==> config.mk <==
export PLATFORM = sky130hd
export DESIGN_NAME = bcu_ctrl
export DESIGN_NICKNAME = d
export VERILOG_FILES = /design/src/pkg/bcu_pkg.sv /design/src/verilog/bcu_ctrl.sv
export SDC_FILE = /design/constraint.sdc
export NUM_CORES = 1
export LEC_CHECK = 0
export BUFFER_PORTS_ARGS = -buffer_cell sky130_fd_sc_hd__buf_2
export CELL_PAD_IN_SITES_DETAIL_PLACEMENT = 1
export CELL_PAD_IN_SITES_GLOBAL_PLACEMENT = 1
export CORE_UTILIZATION = 44
export DETAILED_ROUTE_END_ITERATION = 6
export GPL_TIMING_DRIVEN = 0
export PLACE_DENSITY = 0.88
export REMOVE_ABC_BUFFERS = 1
export SYNTH_ARGS = -nofsm -noshare
export SYNTH_HDL_FRONTEND = slang
export SYNTH_SLANG_ARGS = --single-unit
==> constraint.sdc <==
create_clock -name clk -period 4.7 [get_ports clk]
set_clock_uncertainty 0.15 [all_clocks]
set_input_delay 0.235 -clock clk [delete_from_list [all_inputs] [get_ports clk]]
set_output_delay 0.235 -clock clk [all_outputs]
set_load 0.02 [all_outputs]
==> src/pkg/bcu_pkg.sv <==
// constants, field layout and state encoding of the external bus control unit
// Operation
// each area group keeps its own width, wait and output-disable settings
// each group selects an 8-bit or 16-bit external data bus
// area 6 is 8-bit below 0x0380000 and 16-bit from there up
// each group inserts zero to seven programmed wait cycles
// writes always carry at least one wait cycle
// crossing to another area inserts the previous group's output-disable delay
// byte lane select mode bit chooses the x16 SRAM interface
// only areas 13, 14, 7 and 8 can be DRAM
// a set DRAM select bit gives the area DRAM cycles and strobes
// one shared DRAM timing and refresh set serves all DRAM areas; refresh here strobes only pins 3 and 4, so areas 7 and 8 on pin 2 get none
// first DRAM register: EDO, column width, refresh enable, mode, RPC, RAS width
// second DRAM register: successive RAS, precharge, CAS and RAS cycles
// refresh requests come from the 8-bit timer channel 0 underflow
// software waits or issues dummy cycles before using DRAM after power-up
// bus clock disable bit defaults to 0; when set the pin stays high
// two-bit field selects the bus clock source
// chip enable pin function 00 maps pins to areas 4 to 10
// function 01 and 1x map pins to the alternative and combined areas
// area 2 is 16-bit three-cycle, area 3 is 16-bit single-cycle
// internal I/O sits in area 1 and is mirrored above and below
// each access decodes its area, drives its chip enable and applies its group
package bcu_pkg;
	localparam logic [18:0] ADDR_GRP0 = 19'h48120;
	localparam logic [18:0] ADDR_GRP1 = 19'h48122;
	localparam logic [18:0] ADDR_GRP2 = 19'h48124;
	localparam logic [18:0] ADDR_GRP3 = 19'h48126;
	localparam logic [18:0] ADDR_DRAM_CFG = 19'h4812E;
	localparam logic [18:0] ADDR_DRAM_TIM = 19'h48130;
	localparam logic [18:0] ADDR_BCLK_SEL = 19'h4813A;
	// group byte in low and high half of each group register (group index)
	localparam logic [3:0][2:0] GRP_LO = {3'h4, 3'h6, 3'h2, 3'h0};
	localparam logic [3:0][2:0] GRP_HI = {3'h5, 3'h7, 3'h3, 3'h1};
	// only groups 14-13 and 8-7 carry the two DRAM select bits
	localparam logic [7:0][7:0] GRP_WMASK = {8'h3F, 8'h3F, 8'hFF, 8'h3F,
		8'h3F, 8'hFF, 8'h3F, 8'h3F};
	localparam int GF_WAIT = 0;
	localparam int GF_NARROW = 3;
	localparam int GF_ODLY = 4;
	localparam int GF_DSEL_HI = 6;
	localparam int GF_DSEL_LO = 7;
	localparam logic [7:0] RST_GRP = 8'h07;
	localparam int DC_EDO = 1;
	localparam int DC_BSL = 3;
	localparam int DC_COL = 4;
	localparam int DC_CBR = 6;
	localparam int DC_REF_EN = 7;
	localparam int DC_RPC = 8;
	localparam int DC_RASW = 9;
	localparam int DC_BCLK_OFF = 15;
	localparam int DT_RAS = 0;
	localparam int DT_CAS = 3;
	localparam int DT_PRE = 5;
	localparam int DT_SUCC = 7;
	localparam int DT_CEF = 9;
	localparam logic [15:0] RST_DRAM_CFG = 16'h0000;
	localparam logic [15:0] RST_DRAM_TIM = 16'h0000;
	localparam logic [1:0] RST_BCLK_SEL = 2'h0;
	localparam logic [27:0] AREA6_WIDE = 28'h0380000;
	localparam logic [27:0] INTIO_BASE = 28'h0040000;
	localparam logic [2:0] AREA2_CYCLES = 3'h3;
	localparam logic [2:0] AREA3_CYCLES = 3'h1;
	localparam logic [6:0] RAS_PINS = 7'h18;
	localparam logic [18:0][27:0] AREA_BASE = {
		28'hC000000, 28'h8000000, 28'h6000000, 28'h4000000, 28'h3000000,
		28'h2000000, 28'h1800000, 28'h1000000, 28'h0C00000, 28'h0800000,
		28'h0600000, 28'h0400000, 28'h0300000, 28'h0200000, 28'h0100000,
		28'h0080000, 28'h0060000, 28'h0030000, 28'h0000000};
	typedef enum logic [6:0] {
		ST_IDLE = 7'h01,
		ST_GAP = 7'h02,
		ST_ACC = 7'h04,
		ST_RAS = 7'h08,
		ST_CAS = 7'h10,
		ST_PRE = 7'h20,
		ST_REF = 7'h40
	} bcu_state_t;
endpackage : bcu_pkg

==> src/verilog/bcu_ctrl.sv <==
// external bus control unit: area decode, chip enables, SRAM and DRAM cycles
//
// Design decision made here: the plain strobed port.
`timescale 1ns/10ps
module bcu_ctrl #(
	parameter int INTIO_CYCLES = 2
) (
	input wire logic clk,
	input wire logic rst,
	input wire logic [18:0] reg_addr,
	input wire logic [15:0] reg_wdata,
	input wire logic reg_wr,
	input wire logic reg_rd,
	output logic [15:0] reg_rdata,
	input wire logic req_valid,
	input wire logic req_write,
	input wire logic [27:0] req_addr,
	input wire logic [15:0] req_wdata,
	output logic busy,
	output logic ack,
	output logic [15:0] rsp_rdata,
	input wire logic tmr0_underflow,
	input wire logic [3:0] clk_src,
	output logic bus_clock_out,
	output logic [27:0] bus_addr,
	input wire logic [15:0] bus_data_in,
	output logic [15:0] bus_data_out,
	output logic bus_data_oe,
	output logic [6:0] chip_enable_n,
	output logic rd_n,
	output logic wr_n,
	output logic cas_n,
	output logic bus16,
	output logic byte_lane_select_mode,
	output logic int_sel,
	output logic [27:0] int_addr
);
	logic [7:0][7:0] grp_reg;
	logic [15:0] dram_cfg_reg;
	logic [15:0] dram_tim_reg;
	logic [1:0] bclk_sel_reg;
	logic [15:0] reg_rdata_reg;
	bcu_pkg::bcu_state_t state_reg;
	logic [2:0] cnt_reg;
	logic [27:0] cur_addr_reg;
	logic [4:0] cur_area_reg;
	logic cur_write_reg;
	logic [4:0] last_area_reg;
	logic last_ok_reg;
	logic [2:0] last_grp_reg;
	logic [2:0] cur_wait_reg;
	logic ref_pend_reg;
	logic ref_ras_reg;
	logic busy_reg;
	logic ack_reg;
	logic [15:0] rsp_rdata_reg;
	logic [27:0] bus_addr_reg;
	logic [15:0] bus_data_out_reg;
	logic bus_data_oe_reg;
	logic [6:0] ce_n_reg;
	logic rd_n_reg;
	logic wr_n_reg;
	logic cas_n_reg;
	logic bus16_reg;
	logic int_sel_reg;
	logic [27:0] int_addr_reg;
	logic [3:0] src_s1_reg;
	logic [3:0] src_s2_reg;
	logic [3:0] src_s3_reg;
	logic bclk_reg;
	logic [3:0] rd_len_reg;
	logic [4:0] req_area;
	logic [2:0] cur_grp;
	logic [7:0] cur_cfg;
	logic cur_dram;
	logic cur_wide;
	logic [1:0] cefunc;
	logic [6:0] cur_pins;
	logic [6:0] ref_pins;
	logic ref_start;

	function automatic logic [4:0] area_of(input logic [27:0] a);
		logic [4:0] r;
		r = 5'h00;
		for (int i = 1; i < 19; i++) begin
			if (a >= bcu_pkg::AREA_BASE[i]) begin
				r = 5'(i);
			end
		end
		return r;
	endfunction : area_of

	function automatic logic [2:0] grp_of(input logic [4:0] ar);
		case (ar)
			5'h11, 5'h12: grp_of = 3'h0;
			5'h0F, 5'h10: grp_of = 3'h1;
			5'h0D, 5'h0E: grp_of = 3'h2;
			5'h0B, 5'h0C: grp_of = 3'h3;
			5'h09, 5'h0A: grp_of = 3'h4;
			5'h07, 5'h08: grp_of = 3'h5;
			5'h06: grp_of = 3'h6;
			default: grp_of = 3'h7;
		endcase
	endfunction : grp_of

	// pin 0 is the first chip enable, pin 6 the area-10 chip enable
	function automatic logic [6:0] pins_of(input logic [4:0] ar, input logic [1:0] f);
		logic [6:0] m;
		m = 7'h00;
		if (f == 2'h0) begin
			if (ar >= 5'h04 && ar <= 5'h0A) begin
				m = 7'(7'h01 << (ar - 5'h04));
			end
		end else if (f == 2'h1) begin
			case (ar)
				5'h0B: m = 7'h01;
				5'h0F: m = 7'h02;
				5'h06: m = 7'h04;
				5'h0D: m = 7'h08;
				5'h0E: m = 7'h10;
				5'h11: m = 7'h20;
				5'h0A: m = 7'h40;
				default: m = 7'h00;
			endcase
		end else begin
			case (ar)
				5'h0B, 5'h0C: m = 7'h01;
				5'h0F, 5'h10: m = 7'h02;
				5'h07, 5'h08: m = 7'h04;
				5'h0D: m = 7'h08;
				5'h0E: m = 7'h10;
				5'h11, 5'h12: m = 7'h20;
				5'h09, 5'h0A: m = 7'h40;
				default: m = 7'h00;
			endcase
		end
		return m;
	endfunction : pins_of

	always_comb begin
		req_area = area_of(req_addr);
		cur_grp = grp_of(cur_area_reg);
		cur_cfg = grp_reg[cur_grp];
		cefunc = dram_tim_reg[bcu_pkg::DT_CEF +: 2];
		cur_pins = pins_of(cur_area_reg, cefunc); // see
		case (cur_area_reg) // see
			5'h07, 5'h0D: cur_dram = cur_cfg[bcu_pkg::GF_DSEL_LO];
			5'h08, 5'h0E: cur_dram = cur_cfg[bcu_pkg::GF_DSEL_HI];
			default: cur_dram = 1'b0;
		endcase
		if (cur_area_reg < 5'h04) begin
			cur_wide = 1'b1;
		end else if (cur_area_reg == 5'h06) begin
			cur_wide = (cur_addr_reg >= bcu_pkg::AREA6_WIDE);
		end else begin
			cur_wide = !cur_cfg[bcu_pkg::GF_NARROW];
		end
		// every selected DRAM area on pin 3 or 4 shares one refresh; areas 7 and 8 on pin 2 get none
		ref_pins = bcu_pkg::RAS_PINS & (
			(grp_reg[2][bcu_pkg::GF_DSEL_LO] ? pins_of(5'h0D, cefunc) : 7'h00) |
			(grp_reg[2][bcu_pkg::GF_DSEL_HI] ? pins_of(5'h0E, cefunc) : 7'h00) |
			(grp_reg[5][bcu_pkg::GF_DSEL_LO] ? pins_of(5'h07, cefunc) : 7'h00) |
			(grp_reg[5][bcu_pkg::GF_DSEL_HI] ? pins_of(5'h08, cefunc) : 7'h00));
		ref_start = (state_reg == bcu_pkg::ST_IDLE) && !req_valid && ref_pend_reg &&
			dram_cfg_reg[bcu_pkg::DC_REF_EN];
	end

	// register writes
	always_ff @(posedge clk) begin
		if (rst) begin
			grp_reg <= {8{bcu_pkg::RST_GRP}};
			dram_cfg_reg <= bcu_pkg::RST_DRAM_CFG;
			dram_tim_reg <= bcu_pkg::RST_DRAM_TIM;
			bclk_sel_reg <= bcu_pkg::RST_BCLK_SEL;
		end else if (reg_wr) begin
			if (reg_addr == bcu_pkg::ADDR_DRAM_CFG) begin
				dram_cfg_reg <= reg_wdata; // see
			end else if (reg_addr == bcu_pkg::ADDR_DRAM_TIM) begin
				dram_tim_reg <= reg_wdata;
			end else if (reg_addr == bcu_pkg::ADDR_BCLK_SEL) begin
				bclk_sel_reg <= reg_wdata[1:0];
			end else begin
				for (int k = 0; k < 4; k++) begin
					if (reg_addr == bcu_pkg::ADDR_GRP0 + 19'(2 * k)) begin
						grp_reg[bcu_pkg::GRP_LO[k]] <= reg_wdata[7:0] &
							bcu_pkg::GRP_WMASK[bcu_pkg::GRP_LO[k]];
						grp_reg[bcu_pkg::GRP_HI[k]] <= reg_wdata[15:8] &
							bcu_pkg::GRP_WMASK[bcu_pkg::GRP_HI[k]];
					end
				end
			end
		end
	end

	// register reads, data in the cycle after the strobe; unmapped reads zero
	always_ff @(posedge clk) begin
		if (rst) begin
			reg_rdata_reg <= 16'h0000;
		end else if (reg_rd) begin
			if (reg_addr == bcu_pkg::ADDR_DRAM_CFG) begin
				reg_rdata_reg <= dram_cfg_reg;
			end else if (reg_addr == bcu_pkg::ADDR_DRAM_TIM) begin
				reg_rdata_reg <= dram_tim_reg;
			end else if (reg_addr == bcu_pkg::ADDR_BCLK_SEL) begin
				reg_rdata_reg <= {14'h0000, bclk_sel_reg};
			end else if (reg_addr == bcu_pkg::ADDR_GRP0) begin
				reg_rdata_reg <= {grp_reg[1], grp_reg[0]};
			end else if (reg_addr == bcu_pkg::ADDR_GRP1) begin
				reg_rdata_reg <= {grp_reg[3], grp_reg[2]};
			end else if (reg_addr == bcu_pkg::ADDR_GRP2) begin
				reg_rdata_reg <= {grp_reg[7], grp_reg[6]};
			end else if (reg_addr == bcu_pkg::ADDR_GRP3) begin
				reg_rdata_reg <= {grp_reg[5], grp_reg[4]};
			end else begin
				reg_rdata_reg <= 16'h0000;
			end
		end else begin
			reg_rdata_reg <= 16'h0000;
		end
	end

	// clock sources are foreign, so each passes three flops before use
	always_ff @(posedge clk) begin
		if (rst) begin
			src_s1_reg <= 4'h0;
			src_s2_reg <= 4'h0;
			src_s3_reg <= 4'h0;
			bclk_reg <= 1'b1;
		end else begin
			src_s1_reg <= clk_src;
			src_s2_reg <= src_s1_reg;
			src_s3_reg <= src_s2_reg;
			if (dram_cfg_reg[bcu_pkg::DC_BCLK_OFF]) begin
				bclk_reg <= 1'b1;
			end else if (src_s2_reg[bclk_sel_reg] == src_s3_reg[bclk_sel_reg]) begin
				bclk_reg <= src_s3_reg[bclk_sel_reg];
			end
		end
	end

	// a timer underflow in the same cycle as the refresh start is kept pending
	always_ff @(posedge clk) begin
		if (rst) begin
			ref_pend_reg <= 1'b0;
		end else if (tmr0_underflow) begin
			ref_pend_reg <= 1'b1;
		end else if (ref_start) begin
			ref_pend_reg <= 1'b0;
		end
	end

	always_ff @(posedge clk) begin
		if (rst) begin
			state_reg <= bcu_pkg::ST_IDLE;
			cnt_reg <= 3'h0;
			cur_addr_reg <= 28'h0000000;
			cur_area_reg <= 5'h00;
			cur_write_reg <= 1'b0;
			cur_wait_reg <= 3'h0;
			last_area_reg <= 5'h00;
			last_ok_reg <= 1'b0;
			last_grp_reg <= 3'h0;
			ref_ras_reg <= 1'b0;
			busy_reg <= 1'b0;
			ack_reg <= 1'b0;
			rsp_rdata_reg <= 16'h0000;
			bus_addr_reg <= 28'h0000000;
			bus_data_out_reg <= 16'h0000;
			bus_data_oe_reg <= 1'b0;
			ce_n_reg <= 7'h7F;
			rd_n_reg <= 1'b1;
			wr_n_reg <= 1'b1;
			cas_n_reg <= 1'b1;
			bus16_reg <= 1'b1;
			int_sel_reg <= 1'b0;
			int_addr_reg <= 28'h0000000;
		end else begin
			ack_reg <= 1'b0;
			case (state_reg)
				bcu_pkg::ST_IDLE: begin
					if (req_valid) begin
						cur_addr_reg <= req_addr;
						cur_area_reg <= req_area;
						cur_write_reg <= req_write;
						bus_addr_reg <= req_addr;
						bus_data_out_reg <= req_wdata;
						busy_reg <= 1'b1;
						if (req_area >= 5'h04 && last_ok_reg && req_area != last_area_reg) begin
							cnt_reg <= {1'b0, grp_reg[last_grp_reg][bcu_pkg::GF_ODLY +: 2]} +
								3'h1;
						end else begin
							cnt_reg <= 3'h0;
						end
						state_reg <= bcu_pkg::ST_GAP;
					end else if (ref_start) begin
						busy_reg <= 1'b1;
						cas_n_reg <= 1'b0; // CAS before RAS
						ref_ras_reg <= 1'b0;
						cnt_reg <= dram_cfg_reg[bcu_pkg::DC_RPC] ? 3'h1 : 3'h0;
						state_reg <= bcu_pkg::ST_REF;
					end
				end
				bcu_pkg::ST_GAP: begin
					if (cnt_reg != 3'h0) begin
						cnt_reg <= cnt_reg - 3'h1;
					end else begin
						bus16_reg <= cur_wide;
						last_area_reg <= cur_area_reg;
						last_grp_reg <= cur_grp;
						last_ok_reg <= (cur_area_reg >= 5'h04);
						if (cur_area_reg < 5'h04) begin
							int_sel_reg <= 1'b1;
							int_addr_reg <= bcu_pkg::INTIO_BASE | {12'h000, cur_addr_reg[15:0]};
							if (cur_area_reg == 5'h01) begin
								cnt_reg <= 3'(INTIO_CYCLES - 1);
							end else if (cur_area_reg == 5'h02) begin
								cnt_reg <= bcu_pkg::AREA2_CYCLES - 3'h1;
							end else begin
								cnt_reg <= bcu_pkg::AREA3_CYCLES - 3'h1;
							end
							cur_wait_reg <= 3'h0;
							state_reg <= bcu_pkg::ST_ACC;
						end else if (cur_dram) begin
							ce_n_reg <= ~cur_pins; // see
							cnt_reg <= dram_tim_reg[bcu_pkg::DT_RAS +: 3] &
								3'h3; // see
							state_reg <= bcu_pkg::ST_RAS;
						end else begin
							ce_n_reg <= ~cur_pins;
							rd_n_reg <= cur_write_reg;
							wr_n_reg <= !cur_write_reg;
							bus_data_oe_reg <= cur_write_reg;
							if (cur_write_reg && cur_cfg[2:0] == 3'h0) begin
								cnt_reg <= 3'h1;
							end else begin
								cnt_reg <= cur_cfg[2:0];
							end
							cur_wait_reg <= cur_cfg[2:0];
							state_reg <= bcu_pkg::ST_ACC;
						end
					end
				end
				bcu_pkg::ST_ACC: begin
					if (cnt_reg != 3'h0) begin
						cnt_reg <= cnt_reg - 3'h1;
					end else begin
						ce_n_reg <= 7'h7F;
						rd_n_reg <= 1'b1;
						wr_n_reg <= 1'b1;
						bus_data_oe_reg <= 1'b0;
						int_sel_reg <= 1'b0;
						rsp_rdata_reg <= bus_data_in;
						ack_reg <= 1'b1;
						busy_reg <= 1'b0;
						state_reg <= bcu_pkg::ST_IDLE;
					end
				end
				bcu_pkg::ST_RAS: begin
					if (cnt_reg != 3'h0) begin
						cnt_reg <= cnt_reg - 3'h1;
					end else begin
						cas_n_reg <= 1'b0;
						rd_n_reg <= cur_write_reg;
						wr_n_reg <= !cur_write_reg;
						bus_data_oe_reg <= cur_write_reg;
						cnt_reg <= {1'b0, dram_tim_reg[bcu_pkg::DT_CAS +: 2]};
						state_reg <= bcu_pkg::ST_CAS;
					end
				end
				bcu_pkg::ST_CAS: begin
					if (cnt_reg != 3'h0) begin
						cnt_reg <= cnt_reg - 3'h1;
					end else begin
						ce_n_reg <= 7'h7F;
						cas_n_reg <= 1'b1;
						rd_n_reg <= 1'b1;
						wr_n_reg <= 1'b1;
						bus_data_oe_reg <= 1'b0;
						rsp_rdata_reg <= bus_data_in;
						ack_reg <= 1'b1;
						cnt_reg <= {1'b0, dram_tim_reg[bcu_pkg::DT_PRE +: 2]};
						state_reg <= bcu_pkg::ST_PRE;
					end
				end
				bcu_pkg::ST_PRE: begin
					if (cnt_reg != 3'h0) begin
						cnt_reg <= cnt_reg - 3'h1;
					end else begin
						busy_reg <= 1'b0;
						state_reg <= bcu_pkg::ST_IDLE;
					end
				end
				bcu_pkg::ST_REF: begin
					if (cnt_reg != 3'h0) begin
						cnt_reg <= cnt_reg - 3'h1;
					end else if (!ref_ras_reg) begin
						ce_n_reg <= ~ref_pins;
						ref_ras_reg <= 1'b1;
						cnt_reg <= {1'b0, dram_cfg_reg[bcu_pkg::DC_RASW +: 2]} +
							3'h1;
					end else if (!dram_cfg_reg[bcu_pkg::DC_CBR] &&
						dram_cfg_reg[bcu_pkg::DC_REF_EN]) begin
						// self refresh holds the strobes until software leaves the mode
						ce_n_reg <= ~ref_pins;
					end else begin
						ce_n_reg <= 7'h7F;
						cas_n_reg <= 1'b1;
						ref_ras_reg <= 1'b0;
						cnt_reg <= {1'b0, dram_tim_reg[bcu_pkg::DT_PRE +: 2]};
						state_reg <= bcu_pkg::ST_PRE;
					end
				end
				default: begin
					state_reg <= bcu_pkg::ST_IDLE;
				end
			endcase
		end
	end

	// length of each read strobe, watched by the read length check below
	always_ff @(posedge clk) begin
		if (rst) begin
			rd_len_reg <= 4'h0;
		end else if (!rd_n_reg) begin
			rd_len_reg <= rd_len_reg + 4'h1;
		end else begin
			rd_len_reg <= 4'h0;
		end
	end

	assign reg_rdata = reg_rdata_reg;
	assign busy = busy_reg;
	assign ack = ack_reg;
	assign rsp_rdata = rsp_rdata_reg;
	assign bus_clock_out = bclk_reg;
	assign bus_addr = bus_addr_reg;
	assign bus_data_out = bus_data_out_reg;
	assign bus_data_oe = bus_data_oe_reg;
	assign chip_enable_n = ce_n_reg;
	assign rd_n = rd_n_reg;
	assign wr_n = wr_n_reg;
	assign cas_n = cas_n_reg;
	assign bus16 = bus16_reg;
	assign byte_lane_select_mode = dram_cfg_reg[bcu_pkg::DC_BSL];
	assign int_sel = int_sel_reg;
	assign int_addr = int_addr_reg;

	a_write_min_wait: assert property (@(posedge clk) disable iff (rst)
		$fell(wr_n_reg) && state_reg == bcu_pkg::ST_ACC |=> !wr_n_reg)
		else $error("write strobe shorter than two cycles");
	a_read_wait_len: assert property (@(posedge clk) disable iff (rst)
		$rose(rd_n_reg) && $past(state_reg) == bcu_pkg::ST_ACC |->
		rd_len_reg == 4'(cur_wait_reg) + 4'h1)
		else $error("read strobe length differs from wait setting");
	a_bclk_held_high: assert property (@(posedge clk) disable iff (rst)
		dram_cfg_reg[bcu_pkg::DC_BCLK_OFF] |=> bus_clock_out)
		else $error("bus clock not held high while disabled");
	a_ce_single_pin: assert property (@(posedge clk) disable iff (rst)
		state_reg == bcu_pkg::ST_ACC |-> $onehot0(~ce_n_reg))
		else $error("more than one chip enable active");
	a_area6_width: assert property (@(posedge clk) disable iff (rst)
		state_reg == bcu_pkg::ST_ACC && cur_area_reg == 5'h06 |->
		bus16_reg == (cur_addr_reg >= bcu_pkg::AREA6_WIDE))
		else $error("area 6 width wrong for address");
	a_dram_area_only: assert property (@(posedge clk) disable iff (rst)
		state_reg == bcu_pkg::ST_RAS |-> cur_area_reg inside {5'h07, 5'h08, 5'h0D, 5'h0E})
		else $error("DRAM cycle outside a DRAM capable area");
	a_gap_no_enable: assert property (@(posedge clk) disable iff (rst)
		state_reg == bcu_pkg::ST_GAP && cnt_reg != 3'h0 |-> ce_n_reg == 7'h7F ##1
		ce_n_reg == 7'h7F)
		else $error("chip enable active during output disable delay");
	a_refresh_start: assert property (@(posedge clk) disable iff (rst)
		ref_start |=> state_reg == bcu_pkg::ST_REF && !cas_n_reg)
		else $error("pending refresh not started");
	a_internal_fixed: assert property (@(posedge clk) disable iff (rst)
		state_reg == bcu_pkg::ST_GAP && cnt_reg == 3'h0 && cur_area_reg == 5'h02 |=>
		int_sel_reg [*3] ##1 !int_sel_reg)
		else $error("area 2 access not three cycles");
endmodule : bcu_ctrl

# Word-level counts from Yosys, hierarchy flattened
# Memory sizes are Yosys's and may differ from the RTL's. A register that Yosys moved wholly into a read port is not among the register bits.
# Index checks and enable logic that the tools add are counted.
[classes]
add_sub_neg = 4
magnitude_cmp = 26
n_eq_ne = 45
shift = 1
mux = 120
n_bitwise = 11
n_reduce_logical = 49
[ops]
columns = ["operator", "n"]
rows = [
  ["equality test 19 bit (second input constant)", 7],
  ["2-to-1 mux 7 bit", 18],
  ["2-to-1 mux 16 bit", 7],
  ["greater-or-equal comparator 28 x 22 -> 1 bit (second input constant)", 3],
  ["2-to-1 mux 5 bit", 14],
  ["greater-or-equal comparator 28 x 23 -> 1 bit (second input constant)", 2],
  ["greater-or-equal comparator 28 x 24 -> 1 bit (second input constant)", 2],
  ["greater-or-equal comparator 28 x 25 -> 1 bit (second input constant)", 2],
  ["greater-or-equal comparator 28 x 26 -> 1 bit (second input constant)", 2],
  ["greater-or-equal comparator 28 x 27 -> 1 bit (second input constant)", 2],
  ["greater-or-equal comparator 28 bit (second input constant)", 2],
  ["2-to-1 mux 3 bit", 18],
  ["one-hot mux 7 bit (7 select lines)", 1],
  ["binary-select mux 8 bit (select 3 bit)", 2],
  ["2-to-1 mux 4 bit", 11],
  ["one-hot mux 7 bit (6 select lines)", 1],
  ["equality test 5 x 4 -> 1 bit (second input constant)", 6],
  ["2-to-1 mux 1 bit", 30],
  ["greater-or-equal comparator 28 x 18 -> 1 bit (second input constant)", 1],
  ["greater-or-equal comparator 28 x 19 -> 1 bit (second input constant)", 1],
  ["greater-or-equal comparator 28 x 20 -> 1 bit (second input constant)", 1],
  ["greater-or-equal comparator 28 x 21 -> 1 bit (second input constant)", 1],
  ["!= test 2 bit (second input constant)", 14],
  ["AND reduction 5 bit", 5],
  ["53 further kinds", 103],
]
[totals]
register_bits = 234
rom_bits = 320
input_bits = 106
output_inout_bits = 121
wordCells = 296
n_memories = 2
[memory_table]
columns = ["name", "depth", "word_bits", "read_ports", "rd_clocked_by_memory_dff", "wr", "line", "rtl"]
rows = [
  ["(no name shown)", 32, 7, 1, 1, 0, "bcu_ctrl.sv:126", "case (ar)"],
  ["(no name shown)", 32, 3, 1, 1, 0, "bcu_ctrl.sv:94", "case (ar)"],
]

# Logic depth before layout (Yosys ltp)
[logic_depth]
word_depth = 25
mapped_depth = 12
mapped_depth_nobuf = 10

# Worst setup path after synthesis
# OpenSTA, ideal clock, no wires.
[synth_timing]
kind = "input port to flip-flop"
start = "in reg_addr[9]"
end = "reg grp_reg[32] (netlist name)"
setup_ps = 129
t_arrival_ps = 2389
t_required_ps = 4421
path_slack_ps = 2031
stages = 10
n_path_buf = 3
cell_sequence = "or4b_1 or3_4 nor4_4 or4b_1 buf_4 nor2b_2 buf_6 buf_6 mux2i_1 nand2_1"
[synth_between]
elab_chain_len = 3
elab_cells_between_ends = 8
classes_between = "eq/ne: 4; bitwise: 3; reduce/logical: 1"
[synth_rtl]
columns = ["item", "line", "rtl"]
rows = [
  ["from (decl)", "bcu_ctrl.sv:10", "input wire logic [18:0] reg_addr,"],
  ["equality test 19 bit, on equally long branches", "bcu_ctrl.sv:180, bcu_ctrl.sv:176, bcu_ctrl.sv:178", ""],
  ["NOT 1 bit (no line)", "--", ""],
  ["AND reduction 5 bit (no line) *", "--", ""],
  ["to (signal assigned)", "bcu_ctrl.sv:171", "grp_reg <= {8{bcu_pkg::RST_GRP}};"],
  ["to (signal, indexed assignment)", "bcu_ctrl.sv:185", "grp_reg[bcu_pkg::GRP_LO[k]] <= reg_wdata[7:0] &"],
  ["to (signal, indexed assignment)", "bcu_ctrl.sv:187", "grp_reg[bcu_pkg::GRP_HI[k]] <= reg_wdata[15:8] &"],
  ["to (decl)", "bcu_ctrl.sv:38", "logic [7:0][7:0] grp_reg;"],
]
# Mark *: on every way between the ends. The rest lies on a longest branch, timed or not.
# A chain may end at the register's enable or synchronous reset.

# Worst setup path in the final report
# Same ends and word-level chain as after synthesis.

==> out/results.md <==
• count of H-tree levels built during CTS: 1
• actual transition at the worst max-transition pin: 1.314 ns
• # IOs: 227
• clock-pin transition on the worst setup and hold timing paths: 0.07 ns
• number of max-cap violations: 0
• clock latency reported for the late side of the worst-skew pair: 0.54 ns
• fraction of registers with async set or reset after synthesis: 0
• status: finished, violations left
• post-synthesis sequential area ratio: 0.4504
• CP arrival: 4.15 ns
• peak supply drop: 268.0 uV
• #FFs+latches synth: 244
• maximum achievable frequency: 253.4 MHz
• hold wc startpoint: rst
• FF-to-FF End: int_addr[6]
• final cycle utilization of the critical path: 0.8396
• starting utilization of the core area: 0.4473
• Crit path depth: 8
• worst max-slew margin expressed relative to the limit: 0.1173
• final worst hold slack: 0.01048 ns
• CTS tree: built
• DRT iter0 DRCs: 1156
• worst reg2reg path depth: 6
• sum of buffers and inverters on the critical path: 1
• endpoint kind of the worst setup timing path: flop
• flip-flop count of the largest register, all copies and words added: 52
• Antenna Violating Nets Remaining: 0
• Hold Path Stages: 2
• antenna violations before repair: 2
• data required time of the critical path: 4.91 ns
• most common library cell in the layout ignoring fill and taps: nand2_1
• slowest CP cell: nor4_4
• Yosys cell types: 74
• GP Congestion: 0.8399
• buffer levels on the longest clock path: 3
• top fanout value on the critical path: 19
• die extent in x: 159 um
• leakage power figure: 5.364 nW
• largest net degree at the start of global routing: 121
• commonest non-fill, non-tap cells in the layout: nand2_1 (301), dfxtp_1 (244), buf_2 (214)
• row count: 57
• core footprint: 24250 um2
• Worst R2R Start: state_reg[2]
• largest delay contributor family on the critical path: simple AND/OR/NAND/NOR gates
• end point of the worst hold path: busy
• post-detail-place hpwl: 23.76 mm
• type of the most critical hold path: input pin to flop
• Power Dens Cells: 365.5 nW/um2
• total global-route track usage: 0.3552
• setup repair after global routing missed its margin: false
• Setup crit start kind: input pin
• aggregate global routing overflow: 0
• count of hold buffers inserted by post-cts repair: 83
• Crit path largest cell delay: 1.07 ns
• violated checks: DRC
• vias in the first global route: 12520
• post-synthesis area per instance: 8.486 um2
• Post-synth top flop: dfxtp_1
• DIE HEIGHT: 159 um
• port bufs: 215
• via count of the routed design: 11700
• final hold violation count: 0
• post-synthesis instance area: 10850 um2
• post-detailed-route wirelength per cell: 24.67 um
• total iterations of the first detailed-routing run: 7
• post-CTS setup buffer count: 0
• Min Clock Period, post-route: 3.946 ns
• DRC Markers: 2
• Detailed Route WL: 46.04 mm
• number of enable flip-flop cells after synthesis: 0
• cells traversed along the worst timing path: buf_2 -> or4b_1 -> or3_4 -> nor4_4 -> or4b_1 -> nor2b_2 -> mux2i_1 -> nand2_1
• global-route wire length before repair: 71.10 mm
• CP Class: input pin to flop
• Sink Count: 244
• post-layout worst setup margin: 0.7538 ns
• master cell of the clock root buffer: clkbuf_16
• number of fill cells in the layout: 2911
• number of buffers inserted during clock tree synthesis: 26
• Placement Setup Slack: 0.5530 ns
• fraction of layout instances using a drive strength above 1: 0.2013
• Total Power Consumption: 5.033 mW
• Avg Vias per Cell: 6.270
• count of final setup violators: 0
• cell type with the highest occurrence count on the critical path: or4b_1
• Resized Gates After CTS: 0
• floorplan die area: 25280 um2
• Total Nets Final: 1640
• synthesized instance count: 1278
• final number of max-transition violations: 0
• warnings from Yosys: 0
• area overhead of the layout relative to synthesis: 26.97%
• R2R Setup Slk: 0.93 ns
## worst max-delay path by stage
stage	startpoint	to	slack, ns
after CTS	cnt_reg[0]	int_sel	0.92
final	reg_addr[9]	grp_reg[32]	0.75
after floorplan	state_reg[2]	flop	1.41
after detailed placement	reg_addr[9]	grp_reg[40]	0.55
after global placement	rst	reg_rdata[10]	-1.94
after global routing	reg_addr[9]	grp_reg[32]	0.65
## layer usage
metal  part of all wire  global-route usage  vias up
met5                  0                   0        -
met1               0.35              0.3837     5688
met4              0.084              0.2780        0
met2               0.48              0.6071      768
met3              0.080             0.07658      327
li1                   -                   -     4917
## layout make-up
| cell class | instances | area [um2] | area share |
|---|---|---|---|
| Timing Repair Buffer | 302 | 2008 | 0.1458 |
| Sequential cell | 244 | 4885 | 0.3547 |
| Tap cell | 324 | 405.4 | 0.02944 |
| Inverter | 15 | 56.30 | 0.004089 |
| Multi-Input combinational cell | 932 | 5510 | 0.4001 |
| Clock buffer | 36 | 739.5 | 0.05370 |
| Antenna cell | 2 | 5.005 | 0.0003634 |
| Clock inverter | 11 | 161.4 | 0.01172 |
## through the flow
stage	instance area [um2]	cells	setup TNS [ns]	utilization
after floorplan	10440	1191	0	-
after global placement	11920	1730	-59.08	0.4915
after detailed placement	12030	1734	0	0.4962
after CTS	13760	1864	0	0.5676
after global routing	13770	1866	0	0.5679
final	13770	1866	0	0.5679
## power by group
part | switching, mW | internal, mW
Clock | 0.929 | 1.32
Combinational | 0.373 | 0.213
Sequential | 0.0769 | 2.12
## synth_stat cells (5+ instances only)
| master | count | area share |
|---|---|---|
| dfxtp_1 | 244 | 0.45 |
| nand2b_1 | 6 | 0.0035 |
| a211oi_1 | 6 | 0.0042 |
| nor2_1 | 98 | 0.034 |
| a222oi_1 | 16 | 0.015 |
| nor3_1 | 25 | 0.012 |
| a21oi_1 | 164 | 0.076 |
| nand2_1 | 301 | 0.10 |
| a22o_1 | 5 | 0.0040 |
| ha_1 | 13 | 0.015 |
| mux2i_1 | 54 | 0.050 |
| mux4_2 | 23 | 0.048 |
| nor4_1 | 5 | 0.0029 |
| buf_1 | 5 | 0.0017 |
| a31oi_1 | 6 | 0.0035 |
| nor2b_1 | 25 | 0.014 |
| buf_4 | 12 | 0.0083 |
| o21ai_0 | 30 | 0.014 |
| inv_1 | 14 | 0.0048 |
| mux2_2 | 8 | 0.0083 |
| nand3_1 | 22 | 0.010 |
| clkbuf_1 | 70 | 0.024 |
| and3_1 | 8 | 0.0046 |
| nor3b_1 | 9 | 0.0062 |
| and2_1 | 5 | 0.0029 |
| or2_2 | 6 | 0.0035 |
| o211ai_1 | 7 | 0.0048 |
## cells by family (layout without fill, tap and decap cells)
group	count (synthesis)	after routing	synth area share
compound gates	275	275	0.1525
xor+xnor	5	5	0.004039
fa+ha+maj	14	14	0.01592
buf+inv	112	364	0.04638
flops	244	244	0.4504
mux	85	85	0.1059
other cells	1	13	0.0003458
simple gates	542	542	0.2245
Power figures use the tool's default switching activity.
